[src/core/lrs_dummy_unused.sv]
`timescale 1ns/100ps
// ============================================================
// no logic here; the whole block lives in one design file

[src/core/lrs_pkg.sv]
// ============================================================
// shared constants and carriers for the link receive block
package lrs_pkg;
	// register byte offsets on the apb slave
	localparam logic [7:0] LRS_OFS_MAX_INFO   = 8'h00;
	localparam logic [7:0] LRS_OFS_POOL       = 8'h04;
	localparam logic [7:0] LRS_OFS_LINK_MODE  = 8'h08;
	localparam logic [7:0] LRS_OFS_QUEUE_HEAD = 8'h0C;
	localparam logic [7:0] LRS_OFS_TX_NEXT    = 8'h10;
	localparam logic [7:0] LRS_OFS_TX_ACK     = 8'h14;
	localparam logic [7:0] LRS_OFS_NEXT_LINK  = 8'h18;
	localparam logic [7:0] LRS_OFS_COUNTERS   = 8'h1C;
	localparam logic [7:0] LRS_OFS_LIMITS     = 8'h20;
	localparam logic [7:0] LRS_OFS_OPTIONS2   = 8'h24;
	localparam logic [7:0] LRS_OFS_ERR_MASKS  = 8'h28;
	localparam logic [7:0] LRS_OFS_COMMAND    = 8'h2C;
	localparam logic [7:0] LRS_OFS_RX_STATUS  = 8'h30;
	// field positions
	localparam int LRS_EAV_BIT      = 15;
	localparam int LRS_NONPROTO_BIT = 0;
	localparam int LRS_MULTIBUF_BIT = 1;
	localparam int LRS_FINAL_BIT    = 2;
	localparam int LRS_BUSY_BIT     = 3;
	localparam int LRS_CMD_SEND_BIT = 0;
	localparam int LRS_CMD_ASSN_BIT = 1;
	localparam int LRS_CMD_RELD_BIT = 2;
	// reset values and frame size figures
	localparam logic [14:0] LRS_MAX_INFO_RST = 15'h0104;
	localparam logic [7:0]  LRS_LIMIT_RST    = 8'h00;
	localparam logic [15:0] LRS_MIN_UNNUM    = 16'h0005;
	localparam logic [15:0] LRS_MIN_NUM      = 16'h0006;
	localparam logic [15:0] LRS_MIN_NONPROTO = 16'h0005;
	localparam logic [15:0] LRS_SPLIT_MARGIN = 16'h0002;

	// receive octet stream from the deframer
	typedef struct packed {
		logic       start;       // opening flag seen
		logic       byte_valid;  // one octet between flags
		logic [7:0] data;
		logic       frame_end;   // closing flag seen
		logic       numbered;    // i or s frame, valid with start
		logic [7:0] err;         // error classes, valid with frame_end
	} lrs_rx_t;

	// buffer write stream towards memory
	typedef struct packed {
		logic       valid;
		logic       fetch;       // this byte opens a fresh buffer
		logic [7:0] data;
	} lrs_wr_t;

	// frame verdict, one pulse per frame
	typedef struct packed {
		logic        done;
		logic        accepted;
		logic        short_f;
		logic        long_f;
		logic        err_rej;
		logic [15:0] count;
	} lrs_frm_t;

	typedef enum logic [1:0] {LRS_IDLE, LRS_RECV, LRS_FLUSH} lrs_rx_st_t;

	// whole state of the block
	typedef struct packed {
		logic [14:0] max_info_length_value;
		logic [12:0] pool;
		logic        error_accept_valid;
		logic        nonproto;
		logic        multibuf;
		logic        final_link_in_queue;
		logic        local_busy;
		logic [31:0] queue_head;
		logic [31:0] tx_next;
		logic [31:0] tx_ack;
		logic [31:0] next_link;
		logic [15:0] tx_len;
		logic [7:0]  sent_reject_count;
		logic [7:0]  sent_not_ready_count;
		logic [7:0]  rej_staged;
		logic [7:0]  rnr_staged;
		logic [7:0]  sent_reject_limit;
		logic [7:0]  sent_not_ready_limit;
		logic        stats_en;
		logic [7:0]  proto_mask;
		logic [7:0]  nonproto_mask;
		lrs_rx_st_t  rx_st;
		logic        numbered;
		logic        long_f;
		logic [7:0]  err;
		logic [15:0] oct_cnt;
		logic [15:0] buf_cnt;
		logic [7:0]  hold0;
		logic [7:0]  hold1;
		logic [1:0]  hold_n;
		lrs_wr_t     wr;
		lrs_frm_t    frm;
		logic        iq_post;
		logic [1:0]  iq_code;
		logic [31:0] prdata;
		logic        pslverr;
	} lrs_state_t;
endpackage

[src/core/lrs_link_rx.sv]
`timescale 1ns/100ps
// Overview of operation
// length field is low 15 bits; zero blocks data; here only single buffer blocks, protocol keeps 5 or 6 octets, split keeps all
// protocol limit is max info field octets
// protocol minimum 5 unnumbered, 6 numbered octets
// frames below minimum size are discarded
// overlong frame flagged long, excess octets dropped
// single buffer: limit bounds buffer, minimum 5
// split buffer: fill limit minus two, last full
// host programs even limit 6 to 32K-2
// host supplies buffers of at least 6 bytes
// transmit length taken from descriptor, unchecked
// low 13 pool bits select receive pool
// host sizes pool buffers for largest limit
// error accept bit gates masked erroneous frames
// host changes limit and pool under local busy
// send request loads transmit next pointer
// acknowledge pointer loaded then advanced on acks
// next link pointer chains while not final
// reject sent counter counts down, posts, reloads
// not ready sent counter counts down, posts, reloads
// statistics counters move only when enabled; here the assign command loads them even when disabled
// new threshold only taken at next expiry
module lrs_link_rx (
	// clock and reset
	input  wire logic              pclk,
	input  wire logic              presetn,
	// apb slave
	input  wire logic              psel,
	input  wire logic              penable,
	input  wire logic              pwrite,
	input  wire logic [31:0]       paddr,
	input  wire logic [31:0]       pwdata,
	input  wire logic [3:0]        pstrb,
	output logic                   pready,
	output logic [31:0]            prdata,
	output logic                   pslverr,
	// receive side
	input  lrs_pkg::lrs_rx_t       rx_in,
	output lrs_pkg::lrs_wr_t       buf_wr,
	output lrs_pkg::lrs_frm_t      frame_res,
	output logic [12:0]            rx_pool,
	// transmit queue events
	input  wire logic              tx_advance,
	input  wire logic [31:0]       tx_advance_ptr,
	input  wire logic              tx_acked,
	input  wire logic [31:0]       tx_acked_ptr,
	input  wire logic              tx_desc_load,
	input  wire logic [15:0]       tx_desc_len,
	output logic [31:0]            tx_next_ptr,
	output logic [31:0]            tx_ack_ptr,
	output logic [15:0]            tx_len,
	output logic                   next_link_valid,
	output logic [31:0]            next_link_addr,
	// supervisory frame statistics
	input  wire logic              rej_sent,
	input  wire logic              rnr_sent,
	output logic                   iq_post,
	output logic [1:0]             iq_code
);
	import lrs_pkg::*;

	lrs_state_t s_q;  // registered state
	lrs_state_t s_d;  // next state

	// ============================================================
	// byte lane merge for writable registers
	function automatic logic [31:0] lane_merge(
		input logic [31:0] old_v,
		input logic [31:0] new_v,
		input logic [3:0]  strb
	);
		logic [31:0] m;
		m = {{8{strb[3]}}, {8{strb[2]}}, {8{strb[1]}}, {8{strb[0]}}};
		return (old_v & ~m) | (new_v & m);
	endfunction

	// ============================================================
	// next state
	always_comb begin
		logic [31:0] rd_v;    // read mux result
		logic        hit;     // address decodes to a register
		logic [31:0] wv;      // merged write value
		logic [31:0] old_v;   // current value of addressed word
		logic        wr_en;   // write takes effect this edge
		logic [7:0]  ofs;     // word aligned offset
		logic [15:0] minsz;   // minimum frame for this link
		logic [16:0] limit;   // most octets kept between flags
		logic        split;   // split buffer mode
		logic        emit;    // one held octet goes to memory
		logic [7:0]  emit_b;
		logic        allow_split; // buffer change allowed now
		logic [15:0] oct;
		logic        is_err;
		logic        mask_ok;
		rd_v = 32'h0000_0000;
		hit = 1'b1;
		wv = 32'h0000_0000;
		old_v = 32'h0000_0000;
		wr_en = 1'b0;
		ofs = {paddr[7:2], 2'b00};
		minsz = LRS_MIN_UNNUM;
		limit = 17'h0_0000;
		split = 1'b0;
		emit = 1'b0;
		emit_b = 8'h00;
		allow_split = 1'b0;
		oct = 16'h0000;
		is_err = 1'b0;
		mask_ok = 1'b0;
		s_d = s_q;
		// pulses last one cycle
		s_d.wr.valid = 1'b0;
		s_d.wr.fetch = 1'b0;
		s_d.frm.done = 1'b0;
		s_d.iq_post = 1'b0;
		s_d.iq_code = 2'b00;

		// read mux; upper address bits must be zero to hit
		case (ofs)
			LRS_OFS_MAX_INFO:   rd_v = {17'h0_0000, s_q.max_info_length_value};
			LRS_OFS_POOL:       rd_v = {16'h0000, s_q.error_accept_valid,
				2'b00, s_q.pool};
			LRS_OFS_LINK_MODE:  rd_v = {28'h000_0000, s_q.local_busy,
				s_q.final_link_in_queue, s_q.multibuf, s_q.nonproto};
			LRS_OFS_QUEUE_HEAD: rd_v = s_q.queue_head;
			LRS_OFS_TX_NEXT:    rd_v = s_q.tx_next;
			LRS_OFS_TX_ACK:     rd_v = s_q.tx_ack;
			LRS_OFS_NEXT_LINK:  rd_v = s_q.next_link;
			LRS_OFS_COUNTERS:   rd_v = {16'h0000, s_q.sent_not_ready_count,
				s_q.sent_reject_count};
			LRS_OFS_LIMITS:     rd_v = {s_q.sent_not_ready_limit,
				s_q.sent_reject_limit, s_q.rnr_staged, s_q.rej_staged};
			LRS_OFS_OPTIONS2:   rd_v = {31'h0000_0000, s_q.stats_en};
			LRS_OFS_ERR_MASKS:  rd_v = {16'h0000, s_q.nonproto_mask,
				s_q.proto_mask};
			LRS_OFS_COMMAND:    rd_v = 32'h0000_0000;
			LRS_OFS_RX_STATUS:  rd_v = {s_q.frm.count, 12'h000, s_q.frm.err_rej,
				s_q.frm.long_f, s_q.frm.short_f, s_q.frm.accepted};
			default:            hit = 1'b0;
		endcase
		if (paddr[31:8] != 24'h00_0000) begin
			hit = 1'b0;
		end
		old_v = rd_v;

		// read data and error are caught in the setup cycle
		if (psel && !penable) begin
			s_d.prdata = hit ? rd_v : 32'h0000_0000;
			s_d.pslverr = !hit;
		end
		wr_en = psel && penable && pwrite && hit;
		wv = lane_merge(old_v, pwdata, pstrb);

		// register writes
		if (wr_en) begin
			case (ofs)
				LRS_OFS_MAX_INFO: begin
					// bit 15 is never stored, so it always reads zero
					s_d.max_info_length_value = wv[14:0];
				end
				LRS_OFS_POOL: begin
					s_d.pool = wv[12:0];
					s_d.error_accept_valid = wv[LRS_EAV_BIT];
				end
				LRS_OFS_LINK_MODE: begin
					s_d.nonproto = wv[LRS_NONPROTO_BIT];
					s_d.multibuf = wv[LRS_MULTIBUF_BIT];
					s_d.final_link_in_queue = wv[LRS_FINAL_BIT];
					s_d.local_busy = wv[LRS_BUSY_BIT];
				end
				LRS_OFS_QUEUE_HEAD: s_d.queue_head = wv;
				LRS_OFS_NEXT_LINK:  s_d.next_link = wv;
				LRS_OFS_LIMITS: begin
					// staged only; live limits move on reload
					s_d.rej_staged = wv[7:0];
					s_d.rnr_staged = wv[15:8];
				end
				LRS_OFS_OPTIONS2:  s_d.stats_en = wv[0];
				LRS_OFS_ERR_MASKS: begin
					s_d.proto_mask = wv[7:0];
					s_d.nonproto_mask = wv[15:8];
				end
				default: begin
				end
			endcase
		end

		// ============================================================
		// transmit queue pointers
		if (tx_advance) begin
			s_d.tx_next = tx_advance_ptr;
		end
		if (tx_acked) begin
			s_d.tx_ack = tx_acked_ptr;
		end
		if (tx_desc_load) begin
			// length used as given; the receive limit plays no part
			s_d.tx_len = tx_desc_len;
		end
		// a send request wins over a same-cycle pointer step
		if (wr_en && ofs == LRS_OFS_COMMAND && wv[LRS_CMD_SEND_BIT]) begin
			s_d.tx_next = s_q.queue_head;
			s_d.tx_ack = s_q.queue_head;
		end

		// ============================================================
		// supervisory frame counters
		if (wr_en && ofs == LRS_OFS_COMMAND && wv[LRS_CMD_RELD_BIT]) begin
			// live limit changes, counters keep counting down
			s_d.sent_reject_limit = s_q.rej_staged;
			s_d.sent_not_ready_limit = s_q.rnr_staged;
		end
		if (wr_en && ofs == LRS_OFS_COMMAND && wv[LRS_CMD_ASSN_BIT]) begin
			s_d.sent_reject_count = s_q.sent_reject_limit;
			s_d.sent_not_ready_count = s_q.sent_not_ready_limit;
		end else if (s_q.stats_en) begin
			if (rej_sent) begin
				// a count of one or zero expires on this frame
				if (s_q.sent_reject_count <= 8'h01) begin
					s_d.iq_post = 1'b1;
					s_d.iq_code[0] = 1'b1;
					s_d.sent_reject_count = s_q.sent_reject_limit;
				end else begin
					s_d.sent_reject_count = s_q.sent_reject_count - 8'h01;
				end
			end
			if (rnr_sent) begin
				if (s_q.sent_not_ready_count <= 8'h01) begin
					s_d.iq_post = 1'b1;
					s_d.iq_code[1] = 1'b1;
					s_d.sent_not_ready_count = s_q.sent_not_ready_limit;
				end else begin
					s_d.sent_not_ready_count = s_q.sent_not_ready_count
						- 8'h01;
				end
			end
		end

		// ============================================================
		// receive length checks and buffer filling
		split = s_q.nonproto && s_q.multibuf;
		if (s_q.nonproto) begin
			minsz = LRS_MIN_NONPROTO;
		end else if (s_q.numbered) begin
			minsz = LRS_MIN_NUM;
		end else begin
			minsz = LRS_MIN_UNNUM;
		end
		// protocol: info field plus header and check octets
		if (s_q.nonproto) begin
			limit = {2'b00, s_q.max_info_length_value};
		end else begin
			limit = {2'b00, s_q.max_info_length_value} + {1'b0, minsz};
		end
		oct = (s_q.oct_cnt == 16'hFFFF) ? s_q.oct_cnt : s_q.oct_cnt + 16'h0001;

		case (s_q.rx_st)
			LRS_IDLE: begin
				if (rx_in.start) begin
					s_d.rx_st = LRS_RECV;
					s_d.numbered = rx_in.numbered;
					s_d.oct_cnt = 16'h0000;
					s_d.buf_cnt = 16'h0000;
					s_d.hold_n = 2'b00;
					s_d.long_f = 1'b0;
					s_d.err = 8'h00;
				end
			end
			LRS_RECV: begin
				if (rx_in.byte_valid) begin
					s_d.oct_cnt = oct;
					// split mode has no frame limit, only buffer limit
					if (!split && {1'b0, oct} > limit) begin
						s_d.long_f = 1'b1;
					end else if (s_q.hold_n == 2'd2) begin
						// two octets stay held so the last buffer can
						// take up to the full limit
						emit = 1'b1;
						emit_b = s_q.hold0;
						allow_split = 1'b1;
						s_d.hold0 = s_q.hold1;
						s_d.hold1 = rx_in.data;
					end else if (s_q.hold_n == 2'd1) begin
						s_d.hold1 = rx_in.data;
						s_d.hold_n = 2'd2;
					end else begin
						s_d.hold0 = rx_in.data;
						s_d.hold_n = 2'd1;
					end
				end
				if (rx_in.frame_end) begin
					s_d.err = rx_in.err;
					s_d.rx_st = LRS_FLUSH;
				end
			end
			LRS_FLUSH: begin
				if (s_q.hold_n != 2'd0) begin
					emit = 1'b1;
					emit_b = s_q.hold0;
					s_d.hold0 = s_q.hold1;
					s_d.hold_n = s_q.hold_n - 2'd1;
				end else begin
					is_err = (s_q.err != 8'h00);
					mask_ok = s_q.nonproto ?
						((s_q.err & ~s_q.nonproto_mask) == 8'h00) :
						((s_q.err & ~s_q.proto_mask) == 8'h00);
					s_d.frm.done = 1'b1;
					s_d.frm.count = s_q.oct_cnt;
					s_d.frm.short_f = (s_q.oct_cnt < minsz);
					s_d.frm.long_f = s_q.long_f;
					s_d.frm.err_rej = is_err &&
						!(s_q.error_accept_valid && mask_ok);
					s_d.frm.accepted = (s_q.oct_cnt >= minsz) &&
						!(is_err && !(s_q.error_accept_valid && mask_ok));
					s_d.rx_st = LRS_IDLE;
				end
			end
			default: s_d.rx_st = LRS_IDLE;
		endcase

		// one octet written; first octet of a frame opens a buffer,
		// split mode opens another once limit minus two is filled
		if (emit) begin
			s_d.wr.valid = 1'b1;
			s_d.wr.data = emit_b;
			if (s_q.buf_cnt == 16'h0000 || (split && allow_split &&
				s_q.buf_cnt == {1'b0, s_q.max_info_length_value}
				- LRS_SPLIT_MARGIN)) begin
				s_d.wr.fetch = 1'b1;
				s_d.buf_cnt = 16'h0001;
			end else begin
				s_d.buf_cnt = s_q.buf_cnt + 16'h0001;
			end
		end
	end

	// ============================================================
	// state register
	always_ff @(posedge pclk or negedge presetn) begin
		if (!presetn) begin
			s_q <= '0;
			s_q.max_info_length_value <= LRS_MAX_INFO_RST;
			s_q.sent_reject_limit <= LRS_LIMIT_RST;
			s_q.sent_not_ready_limit <= LRS_LIMIT_RST;
			s_q.rx_st <= LRS_IDLE;
		end else begin
			s_q <= s_d;
		end
	end

	// ============================================================
	// outputs
	assign pready = 1'b1;
	assign prdata = s_q.prdata;
	assign pslverr = s_q.pslverr;
	assign buf_wr = s_q.wr;
	assign frame_res = s_q.frm;
	assign rx_pool = s_q.pool;
	assign tx_next_ptr = s_q.tx_next;
	assign tx_ack_ptr = s_q.tx_ack;
	assign tx_len = s_q.tx_len;
	// chaining stops at the final link of the queue
	assign next_link_valid = !s_q.final_link_in_queue;
	assign next_link_addr = s_q.next_link;
	assign iq_post = s_q.iq_post;
	assign iq_code = s_q.iq_code;
endmodule

[config.mk]
export PLATFORM = sky130hd
export DESIGN_NAME = lrs_link_rx
export DESIGN_NICKNAME = d
export VERILOG_FILES = /design/src/core/lrs_dummy_unused.sv /design/src/core/lrs_pkg.sv /design/src/core/lrs_link_rx.sv
export SDC_FILE = /design/constraint.sdc
export NUM_CORES = 1
export LEC_CHECK = 0
export BUFFER_PORTS_ARGS = -buffer_cell sky130_fd_sc_hd__buf_2
export CAP_MARGIN = 20
export CELL_PAD_IN_SITES_DETAIL_PLACEMENT = 0
export CELL_PAD_IN_SITES_GLOBAL_PLACEMENT = 1
export CORE_MARGIN = 8
export CORE_UTILIZATION = 25
export DETAILED_ROUTE_END_ITERATION = 7
export PLACE_DENSITY = 0.5
export SETUP_SLACK_MARGIN = 0.05
export SLEW_MARGIN = 15
export SYNTH_ARGS = -nofsm -noshare
export SYNTH_HDL_FRONTEND = slang
export SYNTH_SLANG_ARGS = --single-unit
[constraint.sdc]
create_clock -name pclk -period 5.9 [get_ports pclk]
set_clock_uncertainty 0.1 [all_clocks]
set_input_delay 1.18 -clock pclk [delete_from_list [all_inputs] [get_ports pclk]]
set_output_delay 1.18 -clock pclk [all_outputs]
set_load 0.01 [all_outputs]
==> metrics, run 1 <==
Yosys warnings=0; H-tree levels=2; Die Height=301 um; share of the synthesized area in the top cell type=45.6%; worst hold slack=373 ps; top cells by count, synth=dfrtp_1 (369), buf_4 (196), nand2_1 (195); register clock-pin slew on the reported worst setup and hold paths=60 ps; WL/cell=~25 um; Final setup viols=0; Tcrit/Tclk final=89.2%; sequential element share of the synthesized area=between 40 and 50%; vias per inst=4.97; CTS buffer count=48; post-DP HPWL=about 62,000 um; setup_tns=0 ps; GRT Util Overall=17.1%; EDFF count, synth=0; worst path required time=around 6300 ps; hold path depth=2; first-pass GRT wire length=about 120,000 um; count leader, synth=dfrtp_1; layout cells sized above 1=29.5%; reg2reg path depth=18; final antenna-violating net count=0; hold_buf cts=0; type of the worst setup path=register to register; RD Place Congestion=0.856; Root Buffer=clkbuf_16; clk sinks=371; crit-path max FO=9; die area=90,400 sq um; final WL=80,500 um; Tmin final=5260 ps; flop2flop setup slack=640 ps; Post-CTS Resized=0; Syn Nets=2,234; fmax=roughly 190 MHz; Mapped Area=between 20,000 and 25,000 sq um; Worst-Skew Late Latency=580 ps; core area=80,400 sq um; drt pass-1 iters=5; RR Startpoint=s_q[104]$_DFFE_PN0P_; met3 usage=3.43%; crit path DAT=5660 ps; gr busiest metal=met2; fillcell total=8,532; FP Rows=104; most area-consuming cells after synthesis=dfrtp_1 (46%), mux2_2 (7.4%), buf_4 (7.3%), mux2i_1 (4.6%), nand2_1 (3.6%); CTS tree=done; r2r endpoint=s_q[97]$_DFFE_PN0P_; Post-synth top flop=dfrtp_1; Final Hold Viols=0; worst-margin pin slew=1070 ps; Synth-to-Final Area Change=16.5%; Pwr Total=around 0.0072 W; IO Port Bufs=368; largest net degree at the start of global routing=115; Hold WC Path Type=register to register; Min-Delay Endpoint=prdata[1]$_DFFE_PN0P_; met1 usage=23.6%; initial antenna violation count=6; Slew Viols, Final=0; leading area contributor after synthesis=dfrtp_1; Hold Startpoint=prdata[1]$_DFFE_PN0P_; # DRC=0; Unique masters post-synth=74; IO Pins=372; initial DRC count=between 1,000 and 1,500; Mapped Avg Cell Area=10.0 sq um; vias in the first global route=approximately 17,000; Die W=301 um; postcts setup bufs=0; Rel. slew slack=27.8%; status=completed; total gr overflow=0; Initial Util=25.2%; Async S/R FF share, synth=100%; RSZ-0062 raised after global routing=no; max cap viols=0; register bit total from synthesis=roughly 370; Cells after Synth=2,019; Crit. End Element=register; Lkg Pwr=11.4 nW; Max IR drop VDD=208 uV; Power Density=303 nW/um^2; CP startpoint kind=register; met2 Use GR=27.1%; CTS max path bufs=3; DR vias=16,276; nets=2,392
-- worst max path at each step --
| stage | start | endpoint | slack (ps) | depth (start not counted) |
|---|---|---|---|---|
| after floorplan | s_q[341]$_DFFE_PN0P_ | s_q[77]$_DFFE_PN0P_ | 980 | 20 |
| after global placement | s_q[126]$_DFFE_PN0P_ | s_q[97]$_DFFE_PN0P_ | 730 | 21 |
| after detailed placement | s_q[126]$_DFFE_PN0P_ | s_q[97]$_DFFE_PN0P_ | 620 | 21 |
| after CTS | s_q[126]$_DFFE_PN0P_ | s_q[97]$_DFFE_PN0P_ | 560 | 21 |
| after global routing | s_q[104]$_DFFE_PN0P_ | s_q[97]$_DFFE_PN0P_ | 60 | 18 |
| final | s_q[104]$_DFFE_PN0P_ | s_q[97]$_DFFE_PN0P_ | 640 | 18 |
-- layer usage --
metal	up-vias	share of wire (%)
met5	-	0.048
met4	6	2.5
met3	95	7.0
met2	577	45
met1	8194	45
li1	7404	-
-- where the power goes --
part           internal, W  switching [W]  leakage, nW  total [W]
registers          0.00272       0.000167         4.94    0.00289
clock network      0.00195        0.00119        0.835    0.00315
logic             0.000447       0.000671         5.61    0.00112
-- layout make-up --
class                      count  area [sq um]  area share, %
sequential                   371          9290           39.3
timing repair buffer         413          2230           9.46
tap                         1060          1330           5.62
multi-input combinational   1274          8810           37.3
inverter                      69           259           1.10
clock buffer                  68          1400           5.92
clock inverter                19           292           1.23
antenna                        3          7.51         0.0318
-- cell families (layout without fill, tap and decap cells) --
group	after synthesis	after routing	share of synthesized area [%]
adders and majority gates	37	37	2.32
AOI/OAI and AO/OA	471	471	15.2
other	1	4	0.0185
muxes	227	227	12.0
xor gates and xnor gates	43	43	1.86
and+or+nand+nor	495	495	11.8
DFF	371	371	45.8
buffers and inverters	374	569	10.9
-- placed cells by master (no fill, tap or decap), types with 7 or more instances in the layout --
cell / n
nand3_1: 53
bufinv_16: 7
a222oi_1: 13
a221oi_1: 30
mux2_2: 133
mux2i_1: 93
nor3_1: 27
nor4_1: 27
buf_2: 367
clkbuf_8: 10
nand2b_1: 21
clkbuf_1: 9
inv_1: 68
buf_4: 42
o22ai_1: 12
or3_1: 7
xnor2_1: 24
o21ai_0: 131
nand4_1: 15
clkinv_2: 9
a22oi_1: 63
a31oi_1: 22
a22o_1: 44
and3_1: 19
clkbuf_16: 49
a21oi_1: 104
dfrtp_1: 369
nor2_1: 77
ha_1: 36
nor2b_1: 7
xor2_1: 19
nand2_1: 193
-- per-stage QoR --
stage	area (sq um)	setup WS, ps	util, %	instances
after CTS	23600	556	29.4	3274
after global routing	23600	64.7	29.4	3274
after floorplan	20300	980	-	2019
after global placement	21900	726	27.2	3186
after detailed placement	21900	619	27.2	3187
final	23600	636	29.4	3277
-- worst max-delay path, stage by stage, from the launching register on --
cell and delay, ps:
dfrtp_1 500, nand4_1 290, nor4_1 640, nand2b_1 380, nand2b_1 320, nor2_1 160
nand3_1 150, xnor2_1 110, ha_1 290, nand2_1 70, nor4_2 280, o31ai_1 120
a222oi_1 530, buf_4 240, o21a_1 290, inv_1 90, a21oi_1 370, a21oi_1 70
mux2i_1 160
-- sequential cells by signal, summed over array words and instances (netlist names), 2 cells and up --
signal,count
buf_wr,10
frame_res,21
iq_code,2
next_link_addr,32
prdata,32
rx_pool,13
s_q,179
tx_ack_ptr,32
tx_len,16
tx_next_ptr,32
(Power assumes the default switching activity.)
==> run 2, diff against run 1 <==
Settings changed: RECOVER_POWER from default to 25.
Clock period 5.9 ns to 5.1 ns, I/O delays scaled along.
==> metrics, run 2 (same netlist as run 1, synthesis figures left out) <==
DR vias=16,298; crit path DAT=5030 ps; final worst setup slack=around 430 ps; total gr overflow=0; Worst path max stage delay=420 ps; Synth-to-Final Area Change=17.4%; Bufs and invs on worst path=3; cell-internal power=between 0.005 and 0.006 W; worst path required time=5460 ps; RD Place Congestion=between 0.8 and 0.9; hold path depth=2; crit-path max FO=8; final antenna-violating net count=0; Crit path top cell by count=buf_4; Initial Util=between 20% and 30%; Root Buffer=clkbuf_16; type of the worst setup path=register to register; Hold WC Path Type=register to register; worst hold slack=377 ps; WL/cell=24.6 um; Setup WS pre-CTS=157 ps; Hold Startpoint=prdata[1]$_DFFE_PN0P_; # DRC=0; CTS max path bufs=3; violated checks=max-capacitance violations, max-slew violations; clk sinks=371; final WL=roughly 81,000 um; Tmin final=4670 ps; core area=80,400 sq um; Min-Delay Endpoint=prdata[1]$_DFFE_PN0P_; initial antenna violation count=8; drt pass-1 iters=5; Flop pwr share=40.6%; H-tree levels=2; Final setup viols=0; Crit. End Element=register; Tcrit/Tclk final=91.6%; die area=90,400 sq um; leading cell type in the layout, fill and taps excluded=dfrtp_1; register clock-pin slew on the reported worst setup and hold paths=60 ps; post-DP HPWL=61,900 um; CTS buffer count=between 40 and 50; hold_buf cts=0; reg2reg path depth=19; r2r endpoint=s_q[75]$_DFFE_PN0P_; Die W=301 um; Largest register FFs=around 180; initial DRC count=1,072; layout cells sized above 1=30.4%; commonest non-fill, non-tap cells in the layout=dfrtp_1 (369), buf_2 (368), nand2_1 (192); Rel. slew slack=-154%; Lkg Pwr=between 10 and 15 nW; flop2flop setup slack=430 ps; status=complete, but fails checks; vias in the first global route=about 17,000; nets=2,407; FP Rows=104; setup_tns=0 ps; Die Height=301 um; RR Startpoint=s_q[341]$_DFFE_PN0P_; CTS tree=done; Top Family by Delay on Critical Path=simple AND/OR/NAND/NOR gates; first-pass GRT wire length=117,000 um; fmax=roughly 210 MHz; Switching Share=28.9%; clock share of power=43.7%; Comb power frac=15.7%; sequence of cells on the critical path=nand2b_1 -> buf_4 -> fa_1 -> a21oi_2 -> nand4_1 -> nor3_2 -> and2_1 -> nand2_1 -> xor2_1 -> ha_1 -> nand3_2 -> nor4_4 -> o31ai_1 -> a222oi_1 -> buf_4 -> buf_4 -> nor2_1 -> nand2_1 -> mux2_2; Power Density=346 nW/um^2; Max stage delay cell, worst path=fa_1; Max IR drop VDD=234 uV; Worst-Skew Late Latency=590 ps; Top reg by flops=s_q; GRT Util Overall=17.1%; IO Pins=372; vias per inst=4.95; CP startpoint kind=register; worst-margin pin slew=3820 ps; Final Hold Viols=0; RSZ-0062 raised after global routing=no; IO Port Bufs=368; largest net degree at the start of global routing=84; P_sw=0.00238 W; Slew Viols, Final=71; max cap viols=1
## run 2: cell count changes in the layout (fill, tap and decap cells not counted), sizes merged
cell / delta
diode: +2
clkbuf: +1
bufinv: -2
dlymetal6s4s: +1
clkinv: +4
clkinvlp: -1
buf: +13
## run 2: repair_timing
action,CTS,global route
buffers inserted,0,3
resized for setup,0,6
endpoints found under the setup margin,0,39
## run 2: worst register-to-register path, delay by kind of cell (launching register included)
family                   cells  cell delay (ps)
adder cells (fa/ha/maj)      2              750
multiplexers                 1              380
AO/OA/AOI/OAI                3              630
flip-flops                   1              370
XOR/XNOR                     1              160
AND/OR/NAND/NOR              9             1690
buffers and inverters        3              480
## run 2: cell type report
cell class                      count  area (sq um)
Inverter                           69           259
Clock buffer                       68          1420
Antenna cell                        5          12.5
Fill cell                        8574         56600
Clock inverter                     20           265
Multi-Input combinational cell   1274          8850
Sequential cell                   371          9290
Tap cell                         1060          1330
Timing Repair Buffer              428          2380
## run 2: how the worst max path moves through the flow
stage                               startpoint             endpoint  slack, ps  depth (start not counted)
after global routing      s_q[126]$_DFFE_PN0P_  s_q[96]$_DFFE_PN0P_         90                         19
after detailed placement  s_q[341]$_DFFE_PN0P_  s_q[79]$_DFFE_PN0P_        160                         19
after CTS                 s_q[341]$_DFFE_PN0P_  s_q[79]$_DFFE_PN0P_        120                         19
final                     s_q[341]$_DFFE_PN0P_  s_q[75]$_DFFE_PN0P_        430                         19
after floorplan           s_q[341]$_DFFE_PN0P_  s_q[77]$_DFFE_PN0P_        180                         20
after global placement    s_q[341]$_DFFE_PN0P_  s_q[81]$_DFFE_PN0P_        160                         19
## run 2: stage by stage
stage | utilization (%) | cell area [sq um] | power [W] | instances
final | 29.6 | 23800 | 0.00824 | 3295
after global placement | 27.4 | 22000 | 0.00468 | 3197
after floorplan | - | 20300 | 0.00421 | 2019
after detailed placement | 27.4 | 22000 | 0.00470 | 3197
after CTS | 29.5 | 23700 | 0.00839 | 3285
after global routing | 29.6 | 23800 | 0.00864 | 3290
## run 2: per-layer routing
metal  global-route usage [%]  share of wire, %  vias up
met2                     27.5                46      504
met5                        0             0.059        -
met1                     22.7                45     8248
met4                     5.08               2.8        8
met3                     4.12               6.5      112
li1                         -                 -     7426
## run 2: power groups by stage
| stage | Clock (W) | Sequential, W | Combinational [W] |
|---|---|---|---|
| finish | 0.00360 | 0.00334 | 0.00129 |
| global route | 0.00383 | 0.00337 | 0.00143 |
| CTS | 0.00373 | 0.00334 | 0.00132 |
| detailed placement | 0 | 0.00339 | 0.00131 |
| global placement | 0 | 0.00339 | 0.00129 |
| floorplan | 0 | 0.00330 | 0.000911 |
==> run 3, diff against run 2 <==
Settings changed: CORE_MARGIN 8 to default.
==> metrics, run 3 (same netlist as run 1, synthesis figures left out) <==
nets=2,403; Die W=around 290 um; layout cells sized above 1=29.8%; total gr overflow=0; met2 Use GR=29.8%; RD Place Congestion=roughly 0.86; Largest register FFs=179; Rel. slew slack=-158%; FP Rows=104; Die Height=287 um; DR vias=16,136; violated checks=max-capacitance violations, max-slew violations; IO Pins=372; CTS tree=done; CTS buffer count=46; Top reg by flops=s_q; leading cell type in the layout, fill and taps excluded=dfrtp_1; fmax=211 MHz; hold_buf cts=0; die area=82,200 sq um; WL/cell=approximately 24 um; RSZ-0062 raised after global routing=no; commonest non-fill, non-tap cells in the layout=dfrtp_1 (369), buf_2 (366), nand2_1 (193); initial antenna violation count=12; first-pass GRT wire length=112,000 um; vias per inst=4.91; Worst-Skew Late Latency=600 ps; largest net degree at the start of global routing=116; met3 usage=under 10%; drt pass-1 iters=6; Final Hold Viols=0; P_sw=0.00229 W; Slew Viols, Final=83; Lkg Pwr=11.3 nW; flop2flop setup slack=360 ps; GRT Util Overall=18.5%; Crit. End Element=register; clock share of power=41.4%; crit path DAT=between 5000 and 6000 ps; Initial Util=25.2%; type of the worst setup path=register to register; Setup WS pre-CTS=157 ps; IO Port Bufs=368; gr busiest metal=met2; final worst setup slack=356 ps; worst path required time=5460 ps; Power Density=334 nW/um^2; Max IR drop VDD=226 uV; vias in the first global route=16,073; sequence of cells on the critical path=nand2b_1 -> ha_1 -> inv_1 -> fa_1 -> a21oi_1 -> nand4_1 -> nor3_2 -> and2_1 -> nand2_1 -> xor2_1 -> ha_1 -> nand3_2 -> nor4_4 -> o31ai_1 -> a222oi_1 -> buf_4 -> nand2b_2 -> o21ai_0 -> nand3_2 -> mux2_2; Root Buffer=clkbuf_16; Worst path max stage delay=about 400 ps; H-tree levels=2; worst-margin pin slew=3870 ps; Tmin final=about 4700 ps; met1 usage=between 20% and 30%; Hold WC Path Type=register to register; # DRC=0; crit-path max FO=8; final antenna-violating net count=0; Final setup viols=0; cell-internal power=0.00558 W; final WL=77,900 um; Flop pwr share=42.3%; post-DP HPWL=59,100 um; CP startpoint kind=register; core area=80,400 sq um; Max stage delay cell, worst path=dfrtp_1; Synth-to-Final Area Change=16.2%; status=complete, but fails checks; Switching Share=29.1%; register clock-pin slew on the reported worst setup and hold paths=50 ps; clk sinks=371; setup_tns=0 ps; Tcrit/Tclk final=93.0%; CTS max path bufs=3; Comb power frac=16.3%; max cap viols=2; initial DRC count=about 1,200
[run 3: cell types whose count changed in the layout (fill, tap and decap cells not counted), moves of 2 or more]
cell,previous run,this run
clkbuf_8,12,14
clkinv_2,12,5
buf_4,51,49
clkbuf_1,8,15
bufinv_16,5,1
buf_2,368,366
clkbuf_16,49,46
[run 3: what timing repair did]
action,in CTS,in global routing
setup buffers,0,1
gates resized for setup,0,7
hold endpoints to repair,0,0
endpoints found under the setup margin,0,32
[run 3: layer usage]
layer | vias to the layer above | routed length [um]
met4 | 16 | 1640
met3 | 91 | 5840
met2 | 513 | 35900
li1 | 7418 | -
met1 | 8098 | 34400
met5 | - | 101
[run 3: through the flow]
stage	power, W	instances	cell area (sq um)	util, %	hold WS [ps]
after floorplan	0.00421	2019	20300	-	351
after global placement	0.00467	3198	22000	27.4	365
after detailed placement	0.00469	3198	22000	27.4	365
after CTS	0.00802	3279	23500	29.2	295
after global routing	0.00826	3282	23500	29.3	403
final	0.00787	3285	23600	29.3	375
[run 3: final cells by class]
cell class,count,area [sq um]
Fill cell,8501,56900
Sequential cell,371,9290
Multi-Input combinational cell,1274,8840
Timing Repair Buffer,426,2340
Clock buffer,72,1390
Tap cell,1060,1330
Inverter,69,259
Clock inverter,9,98.8
Antenna cell,4,10.0
[run 3: path summary, 6_finish.rpt]
kind,end,depth (start not counted),start
setup / recovery,s_q[77]$_DFFE_PN0P_,20,s_q[126]$_DFFE_PN0P_
hold / removal,prdata[6]$_DFFE_PN0P_,2,prdata[6]$_DFFE_PN0P_
setup reg to reg,s_q[77]$_DFFE_PN0P_,20,s_q[126]$_DFFE_PN0P_
hold reg to reg,prdata[6]$_DFFE_PN0P_,2,prdata[6]$_DFFE_PN0P_
max in group asynchronous,rx_pool[10]$_DFFE_PN0P_,2,presetn
min in group asynchronous,s_q[123]$_DFFE_PN0P_,1,presetn
[run 3: worst max-delay path, delay by kind of cell, from the launching register on]
family	cells	cell delay, ps
XOR/XNOR	1	140
buffers and inverters	2	280
multiplexers	1	370
AO/OA/AOI/OAI	4	760
adder cells (fa/ha/maj)	3	860
AND/OR/NAND/NOR	9	1730
flip-flops	1	400
[run 3: power by group through the flow]
stage          clock network, W  registers (W)  logic, W
5_1_grt                 0.00348        0.00336   0.00143
3_5_place_dp                  0        0.00339   0.00131
2_1_floorplan                 0        0.00330  0.000911
6_report                0.00326        0.00333   0.00128
3_3_place_gp                  0        0.00338   0.00129
4_1_cts                 0.00337        0.00333   0.00131
